[src/shared/smbus_target_pkg.sv]
// constants shared by the strapped smbus target and its helpers
package smbus_target_pkg;

	// register bank layout
	localparam int NUM_REGS = 9;
	localparam logic [7:0] REG_DRAIN1 = 8'h00;
	localparam logic [7:0] REG_DRAIN4 = 8'h03;
	localparam logic [7:0] REG_ANODE = 8'h04;
	localparam logic [7:0] REG_STRING12 = 8'h05;
	localparam logic [7:0] REG_STRING34 = 8'h06;
	localparam logic [7:0] REG_FAULT = 8'h07;
	localparam logic [7:0] REG_ADJUST = 8'h08;
	localparam logic [7:0] LAST_REG = 8'h08;

	// field positions of the string 1 and 2 register
	localparam int STR12_UNUSED_LSB = 6;
	localparam int STR12_FLAGS_W = 6;

	// reset values
	localparam logic [7:0] ADJUST_RESET = 8'h00;
	localparam logic [1:0] UNUSED_RESET = 2'h0;
	localparam logic [7:0] ZERO_BYTE = 8'h00;

	// strap pin levels and the target address each selects
	localparam logic [1:0] STRAP_GND = 2'h0;
	localparam logic [1:0] STRAP_OPEN = 2'h1;
	localparam logic [1:0] STRAP_VDD = 2'h2;
	localparam logic [6:0] ADDR_GND = 7'h2C;
	localparam logic [6:0] ADDR_OPEN = 7'h2E;
	localparam logic [6:0] ADDR_VDD = 7'h2F;

	// cycles after reset release before the strap is captured
	localparam logic [1:0] STRAP_SETTLE = 2'h3;

	// bits in a byte, counted on the bus
	localparam logic [3:0] BYTE_BITS = 4'h8;
	localparam logic [3:0] LAST_TX_BIT = 4'h7;

endpackage

[src/hw/smbus_target.sv]
// smbus target with strapped address and a nine byte register bank
`timescale 1ns/100ps
module smbus_target (
	input wire logic clock,
	input wire logic rst,
	input wire logic scl_in,
	input wire logic sda_in,
	output logic sda_out,
	output logic sda_oe,
	input wire logic [1:0] strap_level,
	input wire logic [7:0] monitor [7],
	input wire logic [5:0] string12_flags,
	output logic [1:0] string_unused,
	output logic [7:0] current_adjust,
	output logic strap_taken
);

	typedef enum logic [2:0] {
		st_idle, st_addr, st_ack_addr, st_rx, st_ack_rx, st_tx, st_ack_tx
	} bus_state_e;

	// ****************************************************************
	// pin synchronisers and bus events
	// ****************************************************************
	logic scl;
	logic sda;
	logic scl_prev;
	logic sda_prev;
	logic [1:0] strap_sync;

	pin_sync #(.WIDTH(2), .RESET_VALUE(2'h3)) bus_sync (
		.clock(clock),
		.rst(rst),
		.pin({scl_in, sda_in}),
		.synced({scl, sda})
	);

	pin_sync #(.WIDTH(2), .RESET_VALUE(2'h0)) strap_pin_sync (
		.clock(clock),
		.rst(rst),
		.pin(strap_level),
		.synced(strap_sync)
	);

	// events are judged on synchronised copies, never on the first stage
	logic scl_rise;
	logic scl_fall;
	logic start_seen;
	logic stop_seen;
	assign scl_rise = scl && !scl_prev;
	assign scl_fall = !scl && scl_prev;
	assign start_seen = scl && scl_prev && sda_prev && !sda;
	assign stop_seen = scl && scl_prev && !sda_prev && sda;

	// ****************************************************************
	// address strap capture
	// ****************************************************************
	logic [1:0] settle;
	logic [6:0] own_addr;
	logic [1:0] next_settle;
	logic [6:0] next_own_addr;
	logic next_strap_taken;

	// strap is caught once, a few clocks after reset release
	always_comb begin
		next_settle = settle;
		next_own_addr = own_addr;
		next_strap_taken = strap_taken;
		if (!strap_taken) begin
			next_settle = settle + 2'h1;
			if (settle == smbus_target_pkg::STRAP_SETTLE) begin
				next_strap_taken = 1'b1;
				unique case (strap_sync)
					smbus_target_pkg::STRAP_OPEN: begin
						next_own_addr = smbus_target_pkg::ADDR_OPEN;
					end
					smbus_target_pkg::STRAP_VDD: begin
						next_own_addr = smbus_target_pkg::ADDR_VDD;
					end
					default: begin
						next_own_addr = smbus_target_pkg::ADDR_GND;
					end
				endcase
			end
		end
	end

	always_ff @(posedge clock) begin
		if (rst) begin
			settle <= 2'h0;
			own_addr <= smbus_target_pkg::ADDR_GND;
			strap_taken <= 1'b0;
		end else begin
			settle <= next_settle;
			own_addr <= next_own_addr;
			strap_taken <= next_strap_taken;
		end
	end

	// ****************************************************************
	// register read mux
	// ****************************************************************
	logic [7:0] ptr;
	logic [7:0] read_byte;

	always_comb begin
		read_byte = smbus_target_pkg::ZERO_BYTE;
		if (ptr <= smbus_target_pkg::REG_ANODE) begin
			read_byte = monitor[ptr[2:0]];
		end else if (ptr == smbus_target_pkg::REG_STRING12) begin
			read_byte = {string_unused, string12_flags};
		end else if (ptr == smbus_target_pkg::REG_STRING34) begin
			read_byte = monitor[5];
		end else if (ptr == smbus_target_pkg::REG_FAULT) begin
			read_byte = monitor[6];
		end else if (ptr == smbus_target_pkg::REG_ADJUST) begin
			read_byte = current_adjust;
		end
		// out of range reads as zero (default above)
	end

	// ****************************************************************
	// bus protocol engine
	// ****************************************************************
	bus_state_e state;
	bus_state_e next_state;
	logic [3:0] bitcnt;
	logic [3:0] next_bitcnt;
	logic [7:0] shift;
	logic [7:0] next_shift;
	logic [7:0] next_ptr;
	logic have_cmd;
	logic next_have_cmd;
	logic next_sda_oe;
	logic [1:0] next_string_unused;
	logic [7:0] next_current_adjust;

	// target only, open drain
	// open-drain pin only ever pulls low, so the host can never be overdriven
	assign sda_out = 1'b0;

	always_comb begin
		next_state = state;
		next_bitcnt = bitcnt;
		next_shift = shift;
		next_ptr = ptr;
		next_have_cmd = have_cmd;
		next_sda_oe = sda_oe;
		next_string_unused = string_unused;
		next_current_adjust = current_adjust;
		if (start_seen && strap_taken) begin
			next_state = st_addr;
			next_bitcnt = 4'h0;
			next_have_cmd = 1'b0;
			next_sda_oe = 1'b0;
		end else if (stop_seen) begin
			next_state = st_idle;
			next_sda_oe = 1'b0;
		end else begin
			unique case (state)
				st_idle: begin
					next_sda_oe = 1'b0;
				end
				st_addr: begin
					if (scl_rise) begin
						next_shift = {shift[6:0], sda};
						next_bitcnt = bitcnt + 4'h1;
					end else if (scl_fall
						&& bitcnt == smbus_target_pkg::BYTE_BITS) begin
						if (shift[7:1] == own_addr) begin
							next_state = st_ack_addr;
							next_sda_oe = 1'b1;
						end else begin
							next_state = st_idle;
						end
					end
				end
				st_ack_addr: begin
					if (scl_fall) begin
						next_bitcnt = 4'h0;
						if (shift[0]) begin
							next_state = st_tx;
							next_shift = read_byte;
							next_sda_oe = !read_byte[7];
						end else begin
							next_state = st_rx;
							next_sda_oe = 1'b0;
						end
					end
				end
				st_rx: begin
					if (scl_rise) begin
						next_shift = {shift[6:0], sda};
						next_bitcnt = bitcnt + 4'h1;
					end else if (scl_fall
						&& bitcnt == smbus_target_pkg::BYTE_BITS) begin
						next_state = st_ack_rx;
						next_sda_oe = 1'b1;
						if (!have_cmd) begin
							next_ptr = shift;
							next_have_cmd = 1'b1;
						end else begin
							next_ptr = ptr + 8'h01;
							// writes past the bank are dropped
							if (ptr == smbus_target_pkg::REG_ADJUST) begin
								next_current_adjust = shift;
							end else if (ptr
								== smbus_target_pkg::REG_STRING12) begin
								// only the top two bits are host bits
								next_string_unused =
									shift[7:smbus_target_pkg::STR12_UNUSED_LSB];
							end
						end
					end
				end
				st_ack_rx: begin
					if (scl_fall) begin
						next_state = st_rx;
						next_bitcnt = 4'h0;
						next_sda_oe = 1'b0;
					end
				end
				st_tx: begin
					if (scl_fall) begin
						next_bitcnt = bitcnt + 4'h1;
						if (bitcnt == smbus_target_pkg::LAST_TX_BIT) begin
							// release for the host acknowledge
							next_state = st_ack_tx;
							next_sda_oe = 1'b0;
							next_ptr = ptr + 8'h01;
						end else begin
							next_shift = {shift[6:0], 1'b0};
							next_sda_oe = !shift[6];
						end
					end
				end
				st_ack_tx: begin
					if (scl_rise && sda) begin
						// host nack ends the read
						next_state = st_idle;
					end else if (scl_fall) begin
						// word reads continue at next register
						next_state = st_tx;
						next_bitcnt = 4'h0;
						next_shift = read_byte;
						next_sda_oe = !read_byte[7];
					end
				end
				// code 7 is unused; fall back to a silent idle bus
				default: begin
					next_state = st_idle;
					next_sda_oe = 1'b0;
				end
			endcase
		end
	end

	always_ff @(posedge clock) begin
		if (rst) begin
			state <= st_idle;
			bitcnt <= 4'h0;
			shift <= 8'h00;
			ptr <= 8'h00;
			have_cmd <= 1'b0;
			sda_oe <= 1'b0;
			scl_prev <= 1'b1;
			sda_prev <= 1'b1;
			string_unused <= smbus_target_pkg::UNUSED_RESET;
			current_adjust <= smbus_target_pkg::ADJUST_RESET;
		end else begin
			state <= next_state;
			bitcnt <= next_bitcnt;
			shift <= next_shift;
			ptr <= next_ptr;
			have_cmd <= next_have_cmd;
			sda_oe <= next_sda_oe;
			scl_prev <= scl;
			sda_prev <= sda;
			string_unused <= next_string_unused;
			current_adjust <= next_current_adjust;
		end
	end
endmodule

[src/hw/pin_sync.sv]
// two flip-flop synchroniser for asynchronous pin inputs
`timescale 1ns/100ps
module pin_sync #(
	parameter int WIDTH = 1,
	parameter logic [WIDTH-1:0] RESET_VALUE = '0
) (
	input wire logic clock,
	input wire logic rst,
	input wire logic [WIDTH-1:0] pin,
	output logic [WIDTH-1:0] synced
);

	logic [WIDTH-1:0] stage1;
	logic [WIDTH-1:0] next_stage1;
	logic [WIDTH-1:0] next_synced;

	// first stage feeds only the second stage
	always_comb begin
		next_stage1 = pin;
		next_synced = stage1;
	end

	always_ff @(posedge clock) begin
		if (rst) begin
			stage1 <= RESET_VALUE;
			synced <= RESET_VALUE;
		end else begin
			stage1 <= next_stage1;
			synced <= next_synced;
		end
	end

endmodule

[config.mk]
export PLATFORM = sky130hd
export DESIGN_NAME = smbus_target
export DESIGN_NICKNAME = d
export VERILOG_FILES = /design/src/shared/smbus_target_pkg.sv /design/src/hw/smbus_target.sv /design/src/hw/pin_sync.sv
export SDC_FILE = /design/constraint.sdc
export NUM_CORES = 1
export LEC_CHECK = 0
export BUFFER_PORTS_ARGS = -buffer_cell sky130_fd_sc_hd__buf_2
export CORE_MARGIN = 1
export CORE_UTILIZATION = 40
export CTS_CLUSTER_DIAMETER = 40
export DETAILED_ROUTE_END_ITERATION = 16
export PLACE_DENSITY_LB_ADDON = 0.3
export SYNTH_ARGS = -nofsm -noshare
export SYNTH_HDL_FRONTEND = slang
export SYNTH_HIERARCHICAL = 1
export SYNTH_SLANG_ARGS = --single-unit
[constraint.sdc]
create_clock -name clock -period 2.7 [get_ports clock]
set_input_delay 0.54 -clock clock [delete_from_list [all_inputs] [get_ports clock]]
set_output_delay 0.54 -clock clock [all_outputs]
set_load 0.005 [all_outputs]
==> results.txt <==
- Status: finished clean
- Detailed-route via count: ~3400
- Via density per instance: 5.83
- Clock-pin slew on the worst setup and hold paths: ~90 ps
- For this design, the slowest cell found on the critical path is sky130_fd_sc_hd__dfxtp_1.
* Synth Area in XOR/XNOR: between 1.5 and 2%
- Largest net degree at the start of global routing: 26
- Met3 routed WL: between 700 and 800 µm
- In this run the power density over the cells is between 300 and 400 nW/µm².
- Clk Latency, worst-skew pair: about 310 ps
* Row cnt: 33
- Number of synthesized register bits: 50
- VDD IR-drop max: roughly 0.3 mV
- For the worst flop-to-flop path, the logic depth is 5.
* Height of the die: 95.4 µm
* Upper clock frequency limit: around 420 MHz
- Via count of the first global-routing pass: approximately 3300
- Final setup violating endpoints: 0
- The number of pins with negative max-slew slack in the final report was 0.
* Clock tree from TritonCTS: yes
- The path class of the tightest hold or removal check is primary input to flop.
- The worst hold path begins at scl_in.
- Number of DRC markers in iteration 0: about 210
- The number of antenna violations at the first check in global routing was 0.
* Worst setup SP type: flop
* Sequential share of the synthesized area: roughly 29%
- Setup repair after global routing left no endpoint under its margin.
* Hold Path End: bus_sync/next_synced[1]
- The clock passes through at most 2 buffers.
- Total instance count after detailed placement: a little under 600
* Number of hold-slack violations in the final timing report: 0
* Post-route ant nets: 0
- Headroom to the max-slew limit came out at a little under two fifths.
* Global route overflow: 0
* Fill cell instance count of the final layout: 851
- Summing the areas of all and, or, nand and nor instances in the mapped netlist gives 25.7% of the synthesized area.
- Synthesis produced a netlist whose cell count is 418.
- The Yosys step of the flow raised 6 warnings.
- EDFF count, synth: 0
- The worst register-to-register path has a setup slack of around 310 ps.
* Hold buffer count at cts: 0
- Leak pwr: ~1.5 nW
* Remaining routing DRC violations: 0
- Reported max-cap violation count: 0
* Port Buf Inserts: 79
- Diodes inserted: 0
* Wire per inst: between 15 and 20 µm
* Resize count post-CTS: 0
- In this run the critical register-to-register path is launched from state[2].
- The clock period could shrink to 2390 ps.
* Cts bufs inserted: 5
- The die covers 9110 µm².
* Family with the most delay on the worst path: simple AND/OR/NAND/NOR gates
* Final critical-path share of the clock period: 88.5%
- Layout Nets: approximately 560
- Syn_area_per_cell: ~8.4 µm²
- At the placement stage, the worst setup path has a slack of about 390 ps.
- slightly above 80 I/O pins were placed.
* Buffering stage count on the worst path with inverters included: 0
- Hold is met by about 400 ps.
- After synthesis, the share of flip-flops with an asynchronous set or reset is 0%.
* Flip-flop cell with the highest count after synthesis: sky130_fd_sc_hd__dfxtp_1
- Post-synthesis to final-layout area growth: 16.0%
* Number of nets produced by synthesis: a little under 500
* Total global-route track usage: roughly a fifth
- The largest single stage delay on the critical path is around 800 ps.
- Summed over all nets, the half-perimeter wirelength after detailed placement is ~7400 µm.
- Metal-1 WL: 4340 µm
- Walking the worst path, the cells encountered are nand4b_1 > mux2i_1 > nand3_1 > or2_2 > a21oi_1.
* Number of different library cells in the post-synthesis netlist: 70
- Final GP Congestion: 0.936
* Final standard cell count with taps included and fillers excluded: approximately 590
- The initial utilization of the core area, before any placement, comes to between 40% and 50%.
* Hold Path Cell Cnt: 2
- Share of final-layout standard cells stronger than drive strength 1: 23.7%
- Data arrival at the endpoint of the critical path: 2630 ps
* Crit-path max FO: 25
* Setup CP Type: flop to flop
* Largest clock skew in the final design: just under 8 ps
* Mapped Area: between 3000 and 4000 µm²
- In this run the horizontal extent of the chip is around 95 µm.
- The final layout contains routed wiring with a total length of ~9500 µm.
- Adder-cell share of the synthesized area: ~2.9%
- Worst R2R End: ptr[5]
- The total area inside the core boundary comes to around 8300 µm².
- The highest metal layer carrying signal wires in the routed design is met4.
* Utilization after layout: between 40% and 50%
- In the post-route analysis, the smallest setup slack over all paths is a little over 300 ps.
- Summing the areas of all compound-gate instances in the mapped netlist gives a little under a quarter of the synthesized area.
- Largest family of logic cells by synthesized area: simple AND/OR/NAND/NOR gates
* Nature of the critical path endpoint: flop
* Number of setup buffers added after CTS: 0
* Transition time at the pin with the least slew margin: 946 ps
- After routing, the total negative slack on setup checks comes to 0 ps.
* Cell chosen for the clock root: sky130_fd_sc_hd__clkbuf_8
- At the worst endpoint, the required time is around 2900 ps.
- Detailed routing placed a total of between 4000 and 5000 µm of wire on met2.
* DR pass1 iterations: 4
* Clock H-tree levels: 2
- Clk sinks: 50
* Multiplexer fraction of the synthesized cell area: around an eighth
* Global-route wire length before repair: 15300 µm
==> power by group <==
group	switching [mW]	internal, mW
logic	0.0623	0.0727
clock network	0.252	0.207
registers	0.0136	0.754
total	0.328	1.03
==> registers in the layout, indices dropped and copies added, names as in the netlist, 3 cells and up <==
register / count
shift: 8
ptr: 8
state: 3
bitcnt: 4
current_adjust: 8
==> worst register-to-register path, delay by kind of cell (launching register included) <==
family,cells,cell delay [ps]
multiplexers,1,300
AO/OA/AOI/OAI,1,130
AND/OR/NAND/NOR,3,1090
flip-flops,1,800
==> layer usage <==
layer	up-vias	track usage, %
li1	1699	-
met1	1600	26.9
met2	129	36.7
met3	18	4.23
met4	0	5.72
met5	-	0
==> metrics by stage <==
step                      cell area, µm²  power, mW
final                               4050       1.36
after global routing                4050       1.42
after CTS                           4050       1.37
after detailed placement            3960      0.921
after global placement              3960      0.917
after floorplan                     3490      0.849
==> cells in the final DEF, fill, tap and decap left out, types with 7 or more instances in the layout <==
| master | n |
|---|---|
| sky130_fd_sc_hd__a21oi_1 | 25 |
| sky130_fd_sc_hd__a221oi_1 | 7 |
| sky130_fd_sc_hd__a311oi_1 | 7 |
| sky130_fd_sc_hd__buf_2 | 79 |
| sky130_fd_sc_hd__buf_4 | 10 |
| sky130_fd_sc_hd__dfxtp_1 | 50 |
| sky130_fd_sc_hd__ha_1 | 8 |
| sky130_fd_sc_hd__inv_1 | 8 |
| sky130_fd_sc_hd__mux2i_1 | 32 |
| sky130_fd_sc_hd__nand2_1 | 34 |
| sky130_fd_sc_hd__nand2b_1 | 11 |
| sky130_fd_sc_hd__nand3_1 | 11 |
| sky130_fd_sc_hd__nor2_1 | 43 |
| sky130_fd_sc_hd__nor2b_1 | 12 |
| sky130_fd_sc_hd__nor3_1 | 7 |
| sky130_fd_sc_hd__o21ai_0 | 10 |
| sky130_fd_sc_hd__o2bb2ai_1 | 7 |
==> cell usage after synthesis, types with 3 or more instances <==
cell	n	area, µm²
sky130_fd_sc_hd__xor2_1	5	43.8
sky130_fd_sc_hd__a221oi_1	7	61.3
sky130_fd_sc_hd__o2bb2ai_1	7	61.3
sky130_fd_sc_hd__nand2b_1	11	68.8
sky130_fd_sc_hd__or3_1	6	37.5
sky130_fd_sc_hd__mux2i_1	32	320
sky130_fd_sc_hd__and3b_1	3	26.3
sky130_fd_sc_hd__o21ai_0	10	50.1
sky130_fd_sc_hd__a32o_1	3	30.0
sky130_fd_sc_hd__nand4b_1	3	26.3
sky130_fd_sc_hd__or2_2	4	25.0
sky130_fd_sc_hd__a21o_1	3	22.5
sky130_fd_sc_hd__inv_1	8	30.0
sky130_fd_sc_hd__a22oi_1	3	22.5
sky130_fd_sc_hd__buf_2	12	60.1
sky130_fd_sc_hd__nor2_1	43	161
sky130_fd_sc_hd__nor3_1	7	35.0
sky130_fd_sc_hd__a31oi_1	3	18.8
sky130_fd_sc_hd__a2111oi_0	3	26.3
sky130_fd_sc_hd__buf_4	3	22.5
sky130_fd_sc_hd__dfxtp_1	50	1000
sky130_fd_sc_hd__a21oi_1	25	125
sky130_fd_sc_hd__a211o_1	5	43.8
sky130_fd_sc_hd__nand3_1	11	55.1
sky130_fd_sc_hd__nor2b_1	12	75.1
sky130_fd_sc_hd__a211oi_1	4	30.0
sky130_fd_sc_hd__a311oi_1	7	61.3
sky130_fd_sc_hd__o31ai_1	3	22.5
sky130_fd_sc_hd__nor4_1	6	37.5
sky130_fd_sc_hd__nand2_1	34	128
sky130_fd_sc_hd__nand3b_1	3	22.5
sky130_fd_sc_hd__or2_1	4	25.0
sky130_fd_sc_hd__clkbuf_1	12	45.0
sky130_fd_sc_hd__o2111ai_1	3	26.3
sky130_fd_sc_hd__o22ai_1	6	37.5
sky130_fd_sc_hd__mux4_2	5	113
sky130_fd_sc_hd__mux2_2	3	33.8
sky130_fd_sc_hd__ha_1	8	100
==> worst max-delay path by stage <==
stage	from	endpoint	slack, ps	depth (start not counted)
final	state[2]	ptr[5]	310	5
after CTS	state[2]	ptr[5]	360	5
after global placement	state[2]	ptr[1]	490	5
after detailed placement	state[2]	ptr[6]	390	5
after global routing	state[2]	ptr[5]	150	5
after floorplan	ptr[1]	shift[7]	340	10
==> logic make-up after synthesis <==
kind of cell / Yosys count
compound gates: 111
xor+xnor: 6
fa+ha+maj: 8
buf+inv: 37
flops: 50
mux: 40
other cells: 1
simple gates: 165
==> area by class of cell <==
| class | count | area (µm²) | area share (%) |
|---|---|---|---|
| Multi-Input combinational cell | 331 | 2330 | 57.4 |
| Sequential cell | 50 | 1000 | 24.7 |
| Timing Repair Buffer | 89 | 470 | 11.6 |
| Tap cell | 105 | 131 | 3.24 |
| Clock buffer | 7 | 86.3 | 2.13 |
| Inverter | 8 | 30.0 | 0.741 |
| Clock inverter | 1 | 5.00 | 0.124 |
(Power assumes the default switching activity.)
